## src/logic/exec_pkg.sv

```systemverilog
package exec_pkg;

  // Opcodes of the three instruction groups
  localparam logic [7:0] OPC_PREFIX_Y = 8'h18;
  localparam logic [7:0] OPC_CALL_DIR = 8'h9d;
  localparam logic [7:0] OPC_CALL_EXT = 8'hbd;
  localparam logic [7:0] OPC_CALL_IDX = 8'had;
  localparam logic [7:0] OPC_LDA_IMM = 8'h86;
  localparam logic [7:0] OPC_LDA_DIR = 8'h96;
  localparam logic [7:0] OPC_LDA_EXT = 8'hb6;
  localparam logic [7:0] OPC_LDA_IDX = 8'ha6;
  localparam logic [7:0] OPC_LDB_IMM = 8'hc6;
  localparam logic [7:0] OPC_LDB_DIR = 8'hd6;
  localparam logic [7:0] OPC_LDB_EXT = 8'hf6;
  localparam logic [7:0] OPC_LDB_IDX = 8'he6;
  localparam logic [7:0] OPC_LDD_IMM = 8'hcc;
  localparam logic [7:0] OPC_LDD_DIR = 8'hdc;
  localparam logic [7:0] OPC_LDD_EXT = 8'hfc;
  localparam logic [7:0] OPC_LDD_IDX = 8'hec;

  // Bus and address constants
  localparam logic [15:0] DUMMY_ADDR = 16'hffff;
  localparam logic [7:0] DIRECT_PAGE = 8'h00;
  localparam logic [7:0] BYTE_ZERO = 8'h00;
  localparam logic [15:0] WORD_ZERO = 16'h0000;
  localparam logic [15:0] ADDR_STEP = 16'h0001;
  localparam logic [15:0] SP_STEP = 16'h0001;
  localparam logic [15:0] RET_OFS_LONG = 16'h0003;
  localparam logic [15:0] RET_OFS_SHORT = 16'h0002;
  localparam logic RW_READ = 1'b1;
  localparam logic RW_WRITE = 1'b0;

  // Condition code bit positions (S X H I N Z V C)
  localparam int CC_N = 3;
  localparam int CC_Z = 2;
  localparam int CC_V = 1;

  // Reset values; plain defaults, vector fetch is handled elsewhere
  localparam logic [15:0] PC_RESET = 16'h0000;
  localparam logic [15:0] SP_RESET = 16'h00ff;
  localparam logic [7:0] CCR_RESET = 8'h00;
  localparam logic [7:0] ACC_RESET = 8'h00;

  // One bus cycle per state
  typedef enum logic [3:0] {
    ST_FETCH = 4'h0,
    ST_PREFIX = 4'h1,
    ST_OPER1 = 4'h2,
    ST_OPER2 = 4'h3,
    ST_DUMMY = 4'h4,
    ST_MEM1 = 4'h5,
    ST_MEM2 = 4'h6,
    ST_PUSH_LO = 4'h7,
    ST_PUSH_HI = 4'h8
  } state_type;

  typedef enum logic [2:0] {
    K_NONE = 3'h0,
    K_CALL = 3'h1,
    K_LDA = 3'h2,
    K_LDB = 3'h3,
    K_LDD = 3'h4
  } kind_type;

  typedef enum logic [1:0] {
    M_IMM = 2'h0,
    M_DIR = 2'h1,
    M_EXT = 2'h2,
    M_IDX = 2'h3
  } mode_type;

endpackage

```

## src/logic/call_and_load_instruction_exec.sv

```systemverilog
// What this block does
// - A call in extended or Y-indexed mode stacks the opcode address plus three.
// - A call in direct or X-indexed mode stacks the opcode address plus two.
// - The return address is pushed low byte first then high byte, the stack pointer dropping by one per byte.
// - The stack pointer names the next free byte, so each push writes at its current value.
// - After stacking, the program counter takes the effective address and the call leaves the flags alone.
// - Call opcodes are 9d, bd, ad and prefix 18 then ad, taking 5, 6, 6 and 7 cycles.
// - The last two call cycles write the low byte at SP and the high byte at SP minus one with read/write low.
// - Indexed modes read ffff after the offset then read index plus offset; direct calls read 00dd first.
// - An 8-bit load copies the byte at the effective address into accumulator A or B.
// - An 8-bit load sets N from bit 7, sets Z on zero, clears V and keeps the other flags.
// - Loads into A use 86, 96, b6, a6 and prefix 18 then a6.
// - Loads into B use c6, d6, f6, e6 and prefix 18 then e6.
// - 8-bit loads take 2, 3, 4, 4 and 5 cycles, all reads, with the operand read last.
// - The double load puts the byte at the effective address in A and the next byte in B.
module call_and_load_instruction_exec
  import exec_pkg::*;
(
  input wire logic i_clock,
  input wire logic i_sys_rst,
  input wire logic [7:0] i_rdata,
  input wire logic [15:0] i_index_x,
  input wire logic [15:0] i_index_y,
  output logic [15:0] o_addr,
  output logic [7:0] o_wdata,
  output logic o_rw,
  output logic o_opcode_fetch,
  output logic o_unknown_op,
  output logic [7:0] o_accum_a,
  output logic [7:0] o_accum_b,
  output logic [7:0] o_ccr,
  output logic [15:0] o_sp,
  output logic [15:0] o_pc
);

  // Instruction class from the opcode byte; the prefix only admits indexed forms
  function automatic kind_type decode_kind(input logic [7:0] opc, input logic y_pfx);
    kind_type k;
    k = K_NONE;
    unique case (opc)
      OPC_CALL_DIR, OPC_CALL_EXT, OPC_CALL_IDX: k = K_CALL;
      OPC_LDA_IMM, OPC_LDA_DIR, OPC_LDA_EXT, OPC_LDA_IDX: k = K_LDA;
      OPC_LDB_IMM, OPC_LDB_DIR, OPC_LDB_EXT, OPC_LDB_IDX: k = K_LDB;
      OPC_LDD_IMM, OPC_LDD_DIR, OPC_LDD_EXT, OPC_LDD_IDX: k = K_LDD;
      default: k = K_NONE;
    endcase
    if (y_pfx && (opc != OPC_CALL_IDX) && (opc != OPC_LDA_IDX) && (opc != OPC_LDB_IDX) && (opc != OPC_LDD_IDX))
    begin
      k = K_NONE;
    end
    return k;
  endfunction

  // Addressing mode from the opcode byte
  function automatic mode_type decode_mode(input logic [7:0] opc);
    mode_type m;
    m = M_IMM;
    unique case (opc)
      OPC_CALL_DIR, OPC_LDA_DIR, OPC_LDB_DIR, OPC_LDD_DIR: m = M_DIR;
      OPC_CALL_EXT, OPC_LDA_EXT, OPC_LDB_EXT, OPC_LDD_EXT: m = M_EXT;
      OPC_CALL_IDX, OPC_LDA_IDX, OPC_LDB_IDX, OPC_LDD_IDX: m = M_IDX;
      default: m = M_IMM;
    endcase
    return m;
  endfunction

  state_type state_q, state_d;
  kind_type kind_q, kind_d;
  mode_type mode_q, mode_d;
  logic y_q, y_d;
  logic [15:0] pc_q, pc_d;
  logic [15:0] op_addr_q, op_addr_d;
  logic [15:0] ea_q, ea_d;
  logic [15:0] ret_q, ret_d;
  logic [15:0] sp_q, sp_d;
  logic [7:0] acc_a_q, acc_a_d;
  logic [7:0] acc_b_q, acc_b_d;
  logic [7:0] ccr_q, ccr_d;
  logic [15:0] addr_q, addr_d;
  logic [7:0] wdata_q, wdata_d;
  logic rw_q, rw_d;
  logic fetch_q, fetch_d;
  logic unknown_q, unknown_d;

  logic [15:0] cc_value;
  logic cc_wide;
  logic [7:0] cc_next;
  logic [15:0] index_sel;
  kind_type dec_kind;
  mode_type dec_mode;

  // Flag results for the byte arriving this cycle; only applied when a load completes
  assign cc_wide = (kind_q == K_LDD);
  assign cc_value = cc_wide ? {acc_a_q, i_rdata} : {BYTE_ZERO, i_rdata};
  assign index_sel = y_q ? i_index_y : i_index_x;
  assign dec_kind = decode_kind(i_rdata, state_q == ST_PREFIX);
  assign dec_mode = decode_mode(i_rdata);

  cc_update u_cc_update (
    .i_value(cc_value),
    .i_wide(cc_wide),
    .i_ccr(ccr_q),
    .o_ccr(cc_next)
  );

  // Sequencer: addr_q is the address of the current bus cycle, i_rdata is taken at its end.
  // Bus outputs are computed one cycle ahead so that they leave straight from flip-flops.
  always_comb
  begin
    state_d = state_q;
    kind_d = kind_q;
    mode_d = mode_q;
    y_d = y_q;
    pc_d = pc_q;
    op_addr_d = op_addr_q;
    ea_d = ea_q;
    ret_d = ret_q;
    sp_d = sp_q;
    acc_a_d = acc_a_q;
    acc_b_d = acc_b_q;
    ccr_d = ccr_q;
    addr_d = addr_q;
    wdata_d = wdata_q;
    rw_d = RW_READ;
    fetch_d = 1'b0;
    unknown_d = 1'b0;
    unique case (state_q)
      ST_FETCH:
      begin
        op_addr_d = addr_q;
        pc_d = addr_q + ADDR_STEP;
        addr_d = addr_q + ADDR_STEP;
        y_d = 1'b0;
        if (i_rdata == OPC_PREFIX_Y)
        begin
          y_d = 1'b1;
          state_d = ST_PREFIX;
        end
        else if (dec_kind != K_NONE)
        begin
          kind_d = dec_kind;
          mode_d = dec_mode;
          state_d = ST_OPER1;
        end
        else
        begin
          // Foreign opcodes belong to other units; flag them and move on
          unknown_d = 1'b1;
          fetch_d = 1'b1;
          state_d = ST_FETCH;
        end
      end
      ST_PREFIX:
      begin
        pc_d = pc_q + ADDR_STEP;
        addr_d = pc_q + ADDR_STEP;
        if (dec_kind != K_NONE)
        begin
          kind_d = dec_kind;
          mode_d = dec_mode;
          state_d = ST_OPER1;
        end
        else
        begin
          unknown_d = 1'b1;
          fetch_d = 1'b1;
          state_d = ST_FETCH;
        end
      end
      ST_OPER1:
      begin
        pc_d = pc_q + ADDR_STEP;
        unique case (mode_q)
          M_IMM:
          begin
            if (kind_q == K_LDD)
            begin
              acc_a_d = i_rdata;
              addr_d = pc_q + ADDR_STEP;
              state_d = ST_OPER2;
            end
            else
            begin
              // Immediate byte is the operand; two cycles in all
              if (kind_q == K_LDA)
              begin
                acc_a_d = i_rdata;
              end
              else
              begin
                acc_b_d = i_rdata;
              end
              ccr_d = cc_next;
              addr_d = pc_q + ADDR_STEP;
              fetch_d = 1'b1;
              state_d = ST_FETCH;
            end
          end
          M_DIR:
          begin
            ea_d = {DIRECT_PAGE, i_rdata};
            addr_d = {DIRECT_PAGE, i_rdata};
            state_d = ST_MEM1;
          end
          M_EXT:
          begin
            ea_d = {i_rdata, BYTE_ZERO};
            addr_d = pc_q + ADDR_STEP;
            state_d = ST_OPER2;
          end
          M_IDX:
          begin
            // Offset is unsigned; the dummy cycle hides the adder latency
            ea_d = index_sel + {BYTE_ZERO, i_rdata};
            addr_d = DUMMY_ADDR;
            state_d = ST_DUMMY;
          end
        endcase
      end
      ST_OPER2:
      begin
        pc_d = pc_q + ADDR_STEP;
        if (mode_q == M_IMM)
        begin
          acc_b_d = i_rdata;
          ccr_d = cc_next;
          addr_d = pc_q + ADDR_STEP;
          fetch_d = 1'b1;
          state_d = ST_FETCH;
        end
        else
        begin
          ea_d = {ea_q[15:8], i_rdata};
          addr_d = {ea_q[15:8], i_rdata};
          state_d = ST_MEM1;
        end
      end
      ST_DUMMY:
      begin
        addr_d = ea_q;
        state_d = ST_MEM1;
      end
      ST_MEM1:
      begin
        unique case (kind_q)
          K_CALL:
          begin
            // Read data is discarded; the low return byte goes out next
            if ((mode_q == M_EXT) || y_q)
            begin
              ret_d = op_addr_q + RET_OFS_LONG;
            end
            else
            begin
              ret_d = op_addr_q + RET_OFS_SHORT;
            end
            wdata_d = ((mode_q == M_EXT) || y_q) ? op_addr_q[7:0] + RET_OFS_LONG[7:0] :
              op_addr_q[7:0] + RET_OFS_SHORT[7:0];
            addr_d = sp_q;
            rw_d = RW_WRITE;
            state_d = ST_PUSH_LO;
          end
          K_LDA, K_LDB:
          begin
            if (kind_q == K_LDA)
            begin
              acc_a_d = i_rdata;
            end
            else
            begin
              acc_b_d = i_rdata;
            end
            ccr_d = cc_next;
            addr_d = pc_q;
            fetch_d = 1'b1;
            state_d = ST_FETCH;
          end
          K_LDD:
          begin
            acc_a_d = i_rdata;
            addr_d = ea_q + ADDR_STEP;
            state_d = ST_MEM2;
          end
          default:
          begin
            addr_d = pc_q;
            fetch_d = 1'b1;
            state_d = ST_FETCH;
          end
        endcase
      end
      ST_MEM2:
      begin
        acc_b_d = i_rdata;
        ccr_d = cc_next;
        addr_d = pc_q;
        fetch_d = 1'b1;
        state_d = ST_FETCH;
      end
      ST_PUSH_LO:
      begin
        sp_d = sp_q - SP_STEP;
        addr_d = sp_q - SP_STEP;
        wdata_d = ret_q[15:8];
        rw_d = RW_WRITE;
        state_d = ST_PUSH_HI;
      end
      ST_PUSH_HI:
      begin
        // Flags are not touched anywhere on the call path
        sp_d = sp_q - SP_STEP;
        pc_d = ea_q;
        addr_d = ea_q;
        fetch_d = 1'b1;
        state_d = ST_FETCH;
      end
      default:
      begin
        // Illegal state code: restart at the next program byte
        addr_d = pc_q;
        fetch_d = 1'b1;
        state_d = ST_FETCH;
      end
    endcase
  end

  // Register stage; synchronous reset starts with an opcode fetch at the reset address
  always_ff @(posedge i_clock)
  begin
    if (i_sys_rst)
    begin
      state_q <= ST_FETCH;
      kind_q <= K_NONE;
      mode_q <= M_IMM;
      y_q <= 1'b0;
      pc_q <= PC_RESET;
      op_addr_q <= PC_RESET;
      ea_q <= WORD_ZERO;
      ret_q <= WORD_ZERO;
      sp_q <= SP_RESET;
      acc_a_q <= ACC_RESET;
      acc_b_q <= ACC_RESET;
      ccr_q <= CCR_RESET;
      addr_q <= PC_RESET;
      wdata_q <= BYTE_ZERO;
      rw_q <= RW_READ;
      fetch_q <= 1'b1;
      unknown_q <= 1'b0;
    end
    else
    begin
      state_q <= state_d;
      kind_q <= kind_d;
      mode_q <= mode_d;
      y_q <= y_d;
      pc_q <= pc_d;
      op_addr_q <= op_addr_d;
      ea_q <= ea_d;
      ret_q <= ret_d;
      sp_q <= sp_d;
      acc_a_q <= acc_a_d;
      acc_b_q <= acc_b_d;
      ccr_q <= ccr_d;
      addr_q <= addr_d;
      wdata_q <= wdata_d;
      rw_q <= rw_d;
      fetch_q <= fetch_d;
      unknown_q <= unknown_d;
    end
  end

  // All outputs come straight from the register stage
  assign o_addr = addr_q;
  assign o_wdata = wdata_q;
  assign o_rw = rw_q;
  assign o_opcode_fetch = fetch_q;
  assign o_unknown_op = unknown_q;
  assign o_accum_a = acc_a_q;
  assign o_accum_b = acc_b_q;
  assign o_ccr = ccr_q;
  assign o_sp = sp_q;
  assign o_pc = pc_q;

endmodule

```

## src/logic/cc_update.sv

```systemverilog
module cc_update
  import exec_pkg::*;
(
  input wire logic [15:0] i_value,
  input wire logic i_wide,
  input wire logic [7:0] i_ccr,
  output logic [7:0] o_ccr
);

  // Loads touch only N, Z and V; every other bit passes through
  always_comb
  begin
    o_ccr = i_ccr;
    if (i_wide)
    begin
      o_ccr[CC_N] = i_value[15];
      o_ccr[CC_Z] = (i_value == WORD_ZERO);
    end
    else
    begin
      o_ccr[CC_N] = i_value[7];
      o_ccr[CC_Z] = (i_value[7:0] == BYTE_ZERO);
    end
    o_ccr[CC_V] = 1'b0;
  end

endmodule

```

## config.mk

```make
export PLATFORM = sky130hd
export DESIGN_NAME = call_and_load_instruction_exec
export DESIGN_NICKNAME = d
export VERILOG_FILES = /design/src/logic/exec_pkg.sv /design/src/logic/call_and_load_instruction_exec.sv /design/src/logic/cc_update.sv
export SDC_FILE = /design/constraint.sdc
export NUM_CORES = 1
export LEC_CHECK = 0
export BUFFER_PORTS_ARGS = -buffer_cell sky130_fd_sc_hd__buf_2
export CORE_ASPECT_RATIO = 0.7
export CORE_UTILIZATION = 59
export CTS_CLUSTER_DIAMETER = 30
export DETAILED_ROUTE_END_ITERATION = 8
export GPL_ROUTABILITY_DRIVEN = 1
export PLACE_DENSITY = 0.89
export RECOVER_POWER = 50
export SYNTH_ARGS = -nofsm -noshare
export SYNTH_HDL_FRONTEND = slang
export SYNTH_SLANG_ARGS = --single-unit
```

## constraint.sdc

```tcl
create_clock -name i_clock -period 3.9 [get_ports i_clock]
set_input_delay 1.17 -clock i_clock [delete_from_list [all_inputs] [get_ports i_clock]]
set_output_delay 1.17 -clock i_clock [all_outputs]
set_load 0.01 [all_outputs]
```

==> impl_metrics.prom <==
# TYPE chip_impl_metric gauge
chip_impl_metric{name="vias",unit=""} 10220
chip_impl_metric{name="max_freq",unit="MHz"} 292.3
chip_impl_metric{name="slowest_cell_delay_on_critical_path",unit="ps"} 1100
chip_impl_metric{name="postCtsSetupRepairBufs",unit=""} 0
chip_impl_info{name="crit_chain",value="buf_2 -> clkbuf_2 -> nor3_1 -> o21ai_0 -> o22ai_1"} 1
chip_impl_info{name="min-delay-path-class",value="flop to flop"} 1
chip_impl_metric{name="period_utilisation_layout",unit=""} 0.8774
chip_impl_metric{name="initial_core_utilization",unit=""} 0.6047
chip_impl_metric{name="port_buffers",unit=""} 118
chip_impl_metric{name="layout.filler_cells",unit=""} 1257
chip_impl_metric{name="maximum_number_of_pins_on_one_net_before_global_route_repair",unit=""} 97
chip_impl_metric{name="syn-instance-count",unit=""} 1150
chip_impl_metric{name="drt-initial-drc-count",unit=""} 1894
chip_impl_metric{name="setup_ws",unit="ps"} 478.3
chip_impl_metric{name="regArea",unit="µm²"} 2542
chip_impl_metric{name="buffer_levels_on_the_longest_clock_path",unit=""} 2
chip_impl_info{name="worstSetupStartpointType",value="input port"} 1
chip_impl_metric{name="placeableCoreArea",unit="µm²"} 14720
chip_impl_metric{name="timing.final.setup_violations",unit=""} 0
chip_impl_info{name="ys_dominant_reg_cell",value="sky130_fd_sc_hd__dfxtp_1"} 1
chip_impl_metric{name="synth_seq_area_share",unit=""} 0.2856
chip_impl_info{name="worst_path_max_delay_cell",value="sky130_fd_sc_hd__clkbuf_2"} 1
chip_impl_metric{name="relSlewSlack",unit=""} -0.4556
chip_impl_info{name="clock-root-buffer",value="sky130_fd_sc_hd__clkbuf_16"} 1
chip_impl_metric{name="postRouteWirelength",unit="µm"} 32240
chip_impl_metric{name="final_layout_size_suffix_gt1_frac",unit=""} 0.1223
chip_impl_metric{name="final_period_minus_worst_setup_slack",unit="ps"} 3422
chip_impl_metric{name="numCtsBuffers",unit=""} 17
chip_impl_metric{name="finalSetupTns",unit="ps"} 0
chip_impl_metric{name="dp_worst_setup_slack",unit="ps"} 360.6
chip_impl_metric{name="timing.max_cap.violations",unit=""} 2
chip_impl_metric{name="grt.overflow.total",unit=""} 0
chip_impl_metric{name="routabilityCongestion",unit=""} 1.057
chip_impl_info{name="timing.critical_path.max_delay_family",value="buffers and inverters"} 1
chip_impl_metric{name="skew",unit="ps"} 13.12
chip_impl_metric{name="dp_hpwl",unit="µm"} 22040
chip_impl_metric{name="critical_path_buf_inv_count",unit=""} 2
chip_impl_metric{name="design.die.area",unit="µm²"} 15590
chip_impl_metric{name="synth_enable_flop_cells",unit=""} 0
chip_impl_metric{name="clock_sink_count",unit=""} 127
chip_impl_metric{name="flops_latches_synth",unit=""} 127
chip_impl_info{name="violations",value="DRC, capacitance limit, slew limit"} 1
chip_impl_metric{name="count_of_final_hold_check_violations",unit=""} 0
chip_impl_metric{name="ir_drop",unit="mV"} 0.2713
chip_impl_metric{name="fp-row-count",unit=""} 37
chip_impl_metric{name="p_per_area",unit="nW/µm²"} 333.3
chip_impl_metric{name="h-tree-depth",unit=""} 4
chip_impl_metric{name="timing.critical_path.arrival",unit="ps"} 3740
chip_impl_info{name="critPathCaptureType",value="flop"} 1
chip_impl_info{name="setup_repair_after_global_routing_missed_its_margin",value="false"} 1
chip_impl_metric{name="synthesis.area_per_instance",unit="µm²"} 7.741
chip_impl_metric{name="detail_route.first_pass.iterations",unit=""} 9
chip_impl_metric{name="post-route-drc-count",unit=""} 3
chip_impl_metric{name="ios",unit=""} 125
chip_impl_metric{name="multiInputGateArea",unit="µm²"} 5873
chip_impl_metric{name="antenna_violating_nets_remaining",unit=""} 0
chip_impl_metric{name="clock_pin_slew_reported_for_the_worst_setup_and_hold_paths_after_clock_tree_synthesis",unit="ps"} 60
chip_impl_metric{name="vias_per_cell",unit=""} 7.149
chip_impl_metric{name="first_global_vias",unit=""} 9276
chip_impl_metric{name="clock_latency",unit="ps"} 430
chip_impl_metric{name="worstPathMaxFanout",unit=""} 96
chip_impl_metric{name="tightest_slew",unit="ps"} 2183
chip_impl_metric{name="worst-endpoint-required",unit="ps"} 4210
chip_impl_metric{name="ys_async_sr_fraction",unit=""} 0
chip_impl_metric{name="cts_hold_buf",unit=""} 0
chip_impl_metric{name="number_of_library_cell_types_mapped_by_synthesis",unit=""} 83
chip_impl_metric{name="first_pass_grt_wire_length",unit="µm"} 50580
chip_impl_metric{name="cellLeakagePower",unit="nW"} 3.498
chip_impl_metric{name="area.growth.synth_to_final",unit="%"} 13.48
chip_impl_metric{name="detail_route.wl_per_cell",unit="µm"} 22.55
chip_impl_metric{name="diodes",unit=""} 0
chip_impl_metric{name="ff2ff_setup_slack",unit="ps"} 790
chip_impl_metric{name="overall_die_width",unit="µm"} 148.8
chip_impl_metric{name="drv_slew",unit=""} 127
chip_impl_info{name="timing_worst_setup_path_type",value="input port to flop"} 1
chip_impl_metric{name="number_of_antenna_violations_at_the_first_check_in_global_routing",unit=""} 1
chip_impl_info{name="cts_tree",value="yes"} 1
chip_impl_metric{name="resized_after_cts",unit=""} 0
chip_impl_metric{name="die_height",unit="µm"} 104.8
chip_impl_metric{name="yosys_warnings",unit=""} 0
chip_impl_metric{name="design.final.nets",unit=""} 1284
chip_impl_metric{name="grtUsageTotal",unit=""} 0.4187
chip_impl_info{name="run_status",value="complete, but fails checks"} 1
chip_impl_metric{name="post_synth_instance_area",unit="µm²"} 8902
cell usage after synthesis, types with 12 or more instances:
library cell | instances | share of area
sky130_fd_sc_hd__dfxtp_1 | 127 | 0.29
sky130_fd_sc_hd__nand2_1 | 117 | 0.049
sky130_fd_sc_hd__nor2_1 | 86 | 0.036
sky130_fd_sc_hd__a21oi_1 | 82 | 0.046
sky130_fd_sc_hd__o21ai_0 | 73 | 0.041
sky130_fd_sc_hd__clkbuf_1 | 67 | 0.028
sky130_fd_sc_hd__nand3_1 | 45 | 0.025
sky130_fd_sc_hd__xor2_1 | 42 | 0.041
sky130_fd_sc_hd__mux2i_1 | 30 | 0.034
sky130_fd_sc_hd__xnor2_1 | 30 | 0.030
sky130_fd_sc_hd__nor4_1 | 26 | 0.018
sky130_fd_sc_hd__a211oi_1 | 24 | 0.020
sky130_fd_sc_hd__inv_1 | 23 | 0.0097
sky130_fd_sc_hd__nor3_1 | 23 | 0.013
sky130_fd_sc_hd__ha_1 | 19 | 0.027
sky130_fd_sc_hd__a31oi_1 | 16 | 0.011
sky130_fd_sc_hd__or3_1 | 16 | 0.011
sky130_fd_sc_hd__nand4_1 | 15 | 0.011
sky130_fd_sc_hd__a22oi_1 | 14 | 0.012
sky130_fd_sc_hd__buf_2 | 13 | 0.0073
sky130_fd_sc_hd__a21o_1 | 12 | 0.010
sky130_fd_sc_hd__nand2b_1 | 12 | 0.0084
cells by family (layout without fill, tap and decap cells):
kind of cell | count (synthesis) | after routing | share of synthesized area
other | 1 | 6 | 0.0004212
multiplexers | 39 | 39 | 0.04512
buffers and inverters | 120 | 200 | 0.05762
AO/OA/AOI/OAI | 361 | 361 | 0.2773
XOR/XNOR | 72 | 72 | 0.07084
AND/OR/NAND/NOR | 410 | 410 | 0.2342
adder cells (fa/ha/maj) | 20 | 20 | 0.02895
flip-flops | 127 | 127 | 0.2856
tightest hold or removal path: stages (launching register included):
cell and delay, ps:
sky130_fd_sc_hd__dfxtp_1 310, sky130_fd_sc_hd__nand2_1 50, sky130_fd_sc_hd__a21oi_1 50
metrics by stage:
step / util / cell area (µm²) / instances / hold slack (ps) / power [mW]
floorplan: - / 8921 / 1155 / 432.2 / 1.521
global placement: 0.6484 / 9545 / 1398 / 441.4 / 1.599
detailed placement: 0.6484 / 9545 / 1398 / 447.4 / 1.606
CTS: 0.6921 / 10190 / 1430 / 456.8 / 3.345
global route: 0.6862 / 10100 / 1430 / 491.7 / 3.432
finish: 0.6862 / 10100 / 1430 / 454.2 / 3.367
placed cells by master (no fill, tap or decap), drive strengths merged, types with 42 or more instances in the layout:
master	n
nor2	86
a21oi	82
buf	86
nand2	117
nand3	45
xor2	42
dfxtp	127
clkbuf	82
o21ai	74
power breakdown:
group | switching, mW | leakage, nW | internal (mW)
Sequential | 0.0232 | 1.03 | 1.31
Combinational | 0.165 | 2.17 | 0.0935
Clock | 0.635 | 0.303 | 1.14
Total | 0.823 | 3.50 | 2.54
worst paths after layout:
kind / start / endpoint / depth (start not counted)
setup / recovery: i_sys_rst / ea_q[10]$_SDFFE_PP0P_ / 5
hold / removal: o_ccr[2]$_SDFFE_PP0P_ / o_ccr[2]$_SDFFE_PP0P_ / 2
setup reg to reg: y_q$_SDFFE_PP0P_ / ea_q[14]$_SDFFE_PP0P_ / 8
hold reg to reg: o_ccr[2]$_SDFFE_PP0P_ / o_ccr[2]$_SDFFE_PP0P_ / 2
flip-flops by register name (all words and copies together) (netlist names), 2 cells and up:
| signal | count |
|---|---|
| kind_q | 3 |
| mode_q | 2 |
| op_addr_q | 16 |
| o_accum_a | 8 |
| o_sp | 16 |
| ret_q | 8 |
| o_pc | 16 |
| state_q | 4 |
| o_wdata | 8 |
| o_accum_b | 8 |
| o_ccr | 2 |
| o_addr | 16 |
| ea_q | 16 |
layer usage:
metal / GRT usage / vias to the layer above / share of wire
li1: - / 4425 / -
met1: 0.5642 / 4628 / 0.39
met2: 0.5808 / 936 / 0.40
met3: 0.1454 / 234 / 0.15
met4: 0.2208 / 0 / 0.055
met5: 0 / - / 0
cell type report:
| cell class | count | share of cell area |
|---|---|---|
| clock inverter | 8 | 0.01499 |
| timing repair buffer | 144 | 0.07023 |
| clock buffer | 24 | 0.04867 |
| tap | 195 | 0.02415 |
| sequential | 127 | 0.2517 |
| inverter | 24 | 0.008918 |
| multi-input combinational | 908 | 0.5814 |
Power figures use the tool's default switching activity.
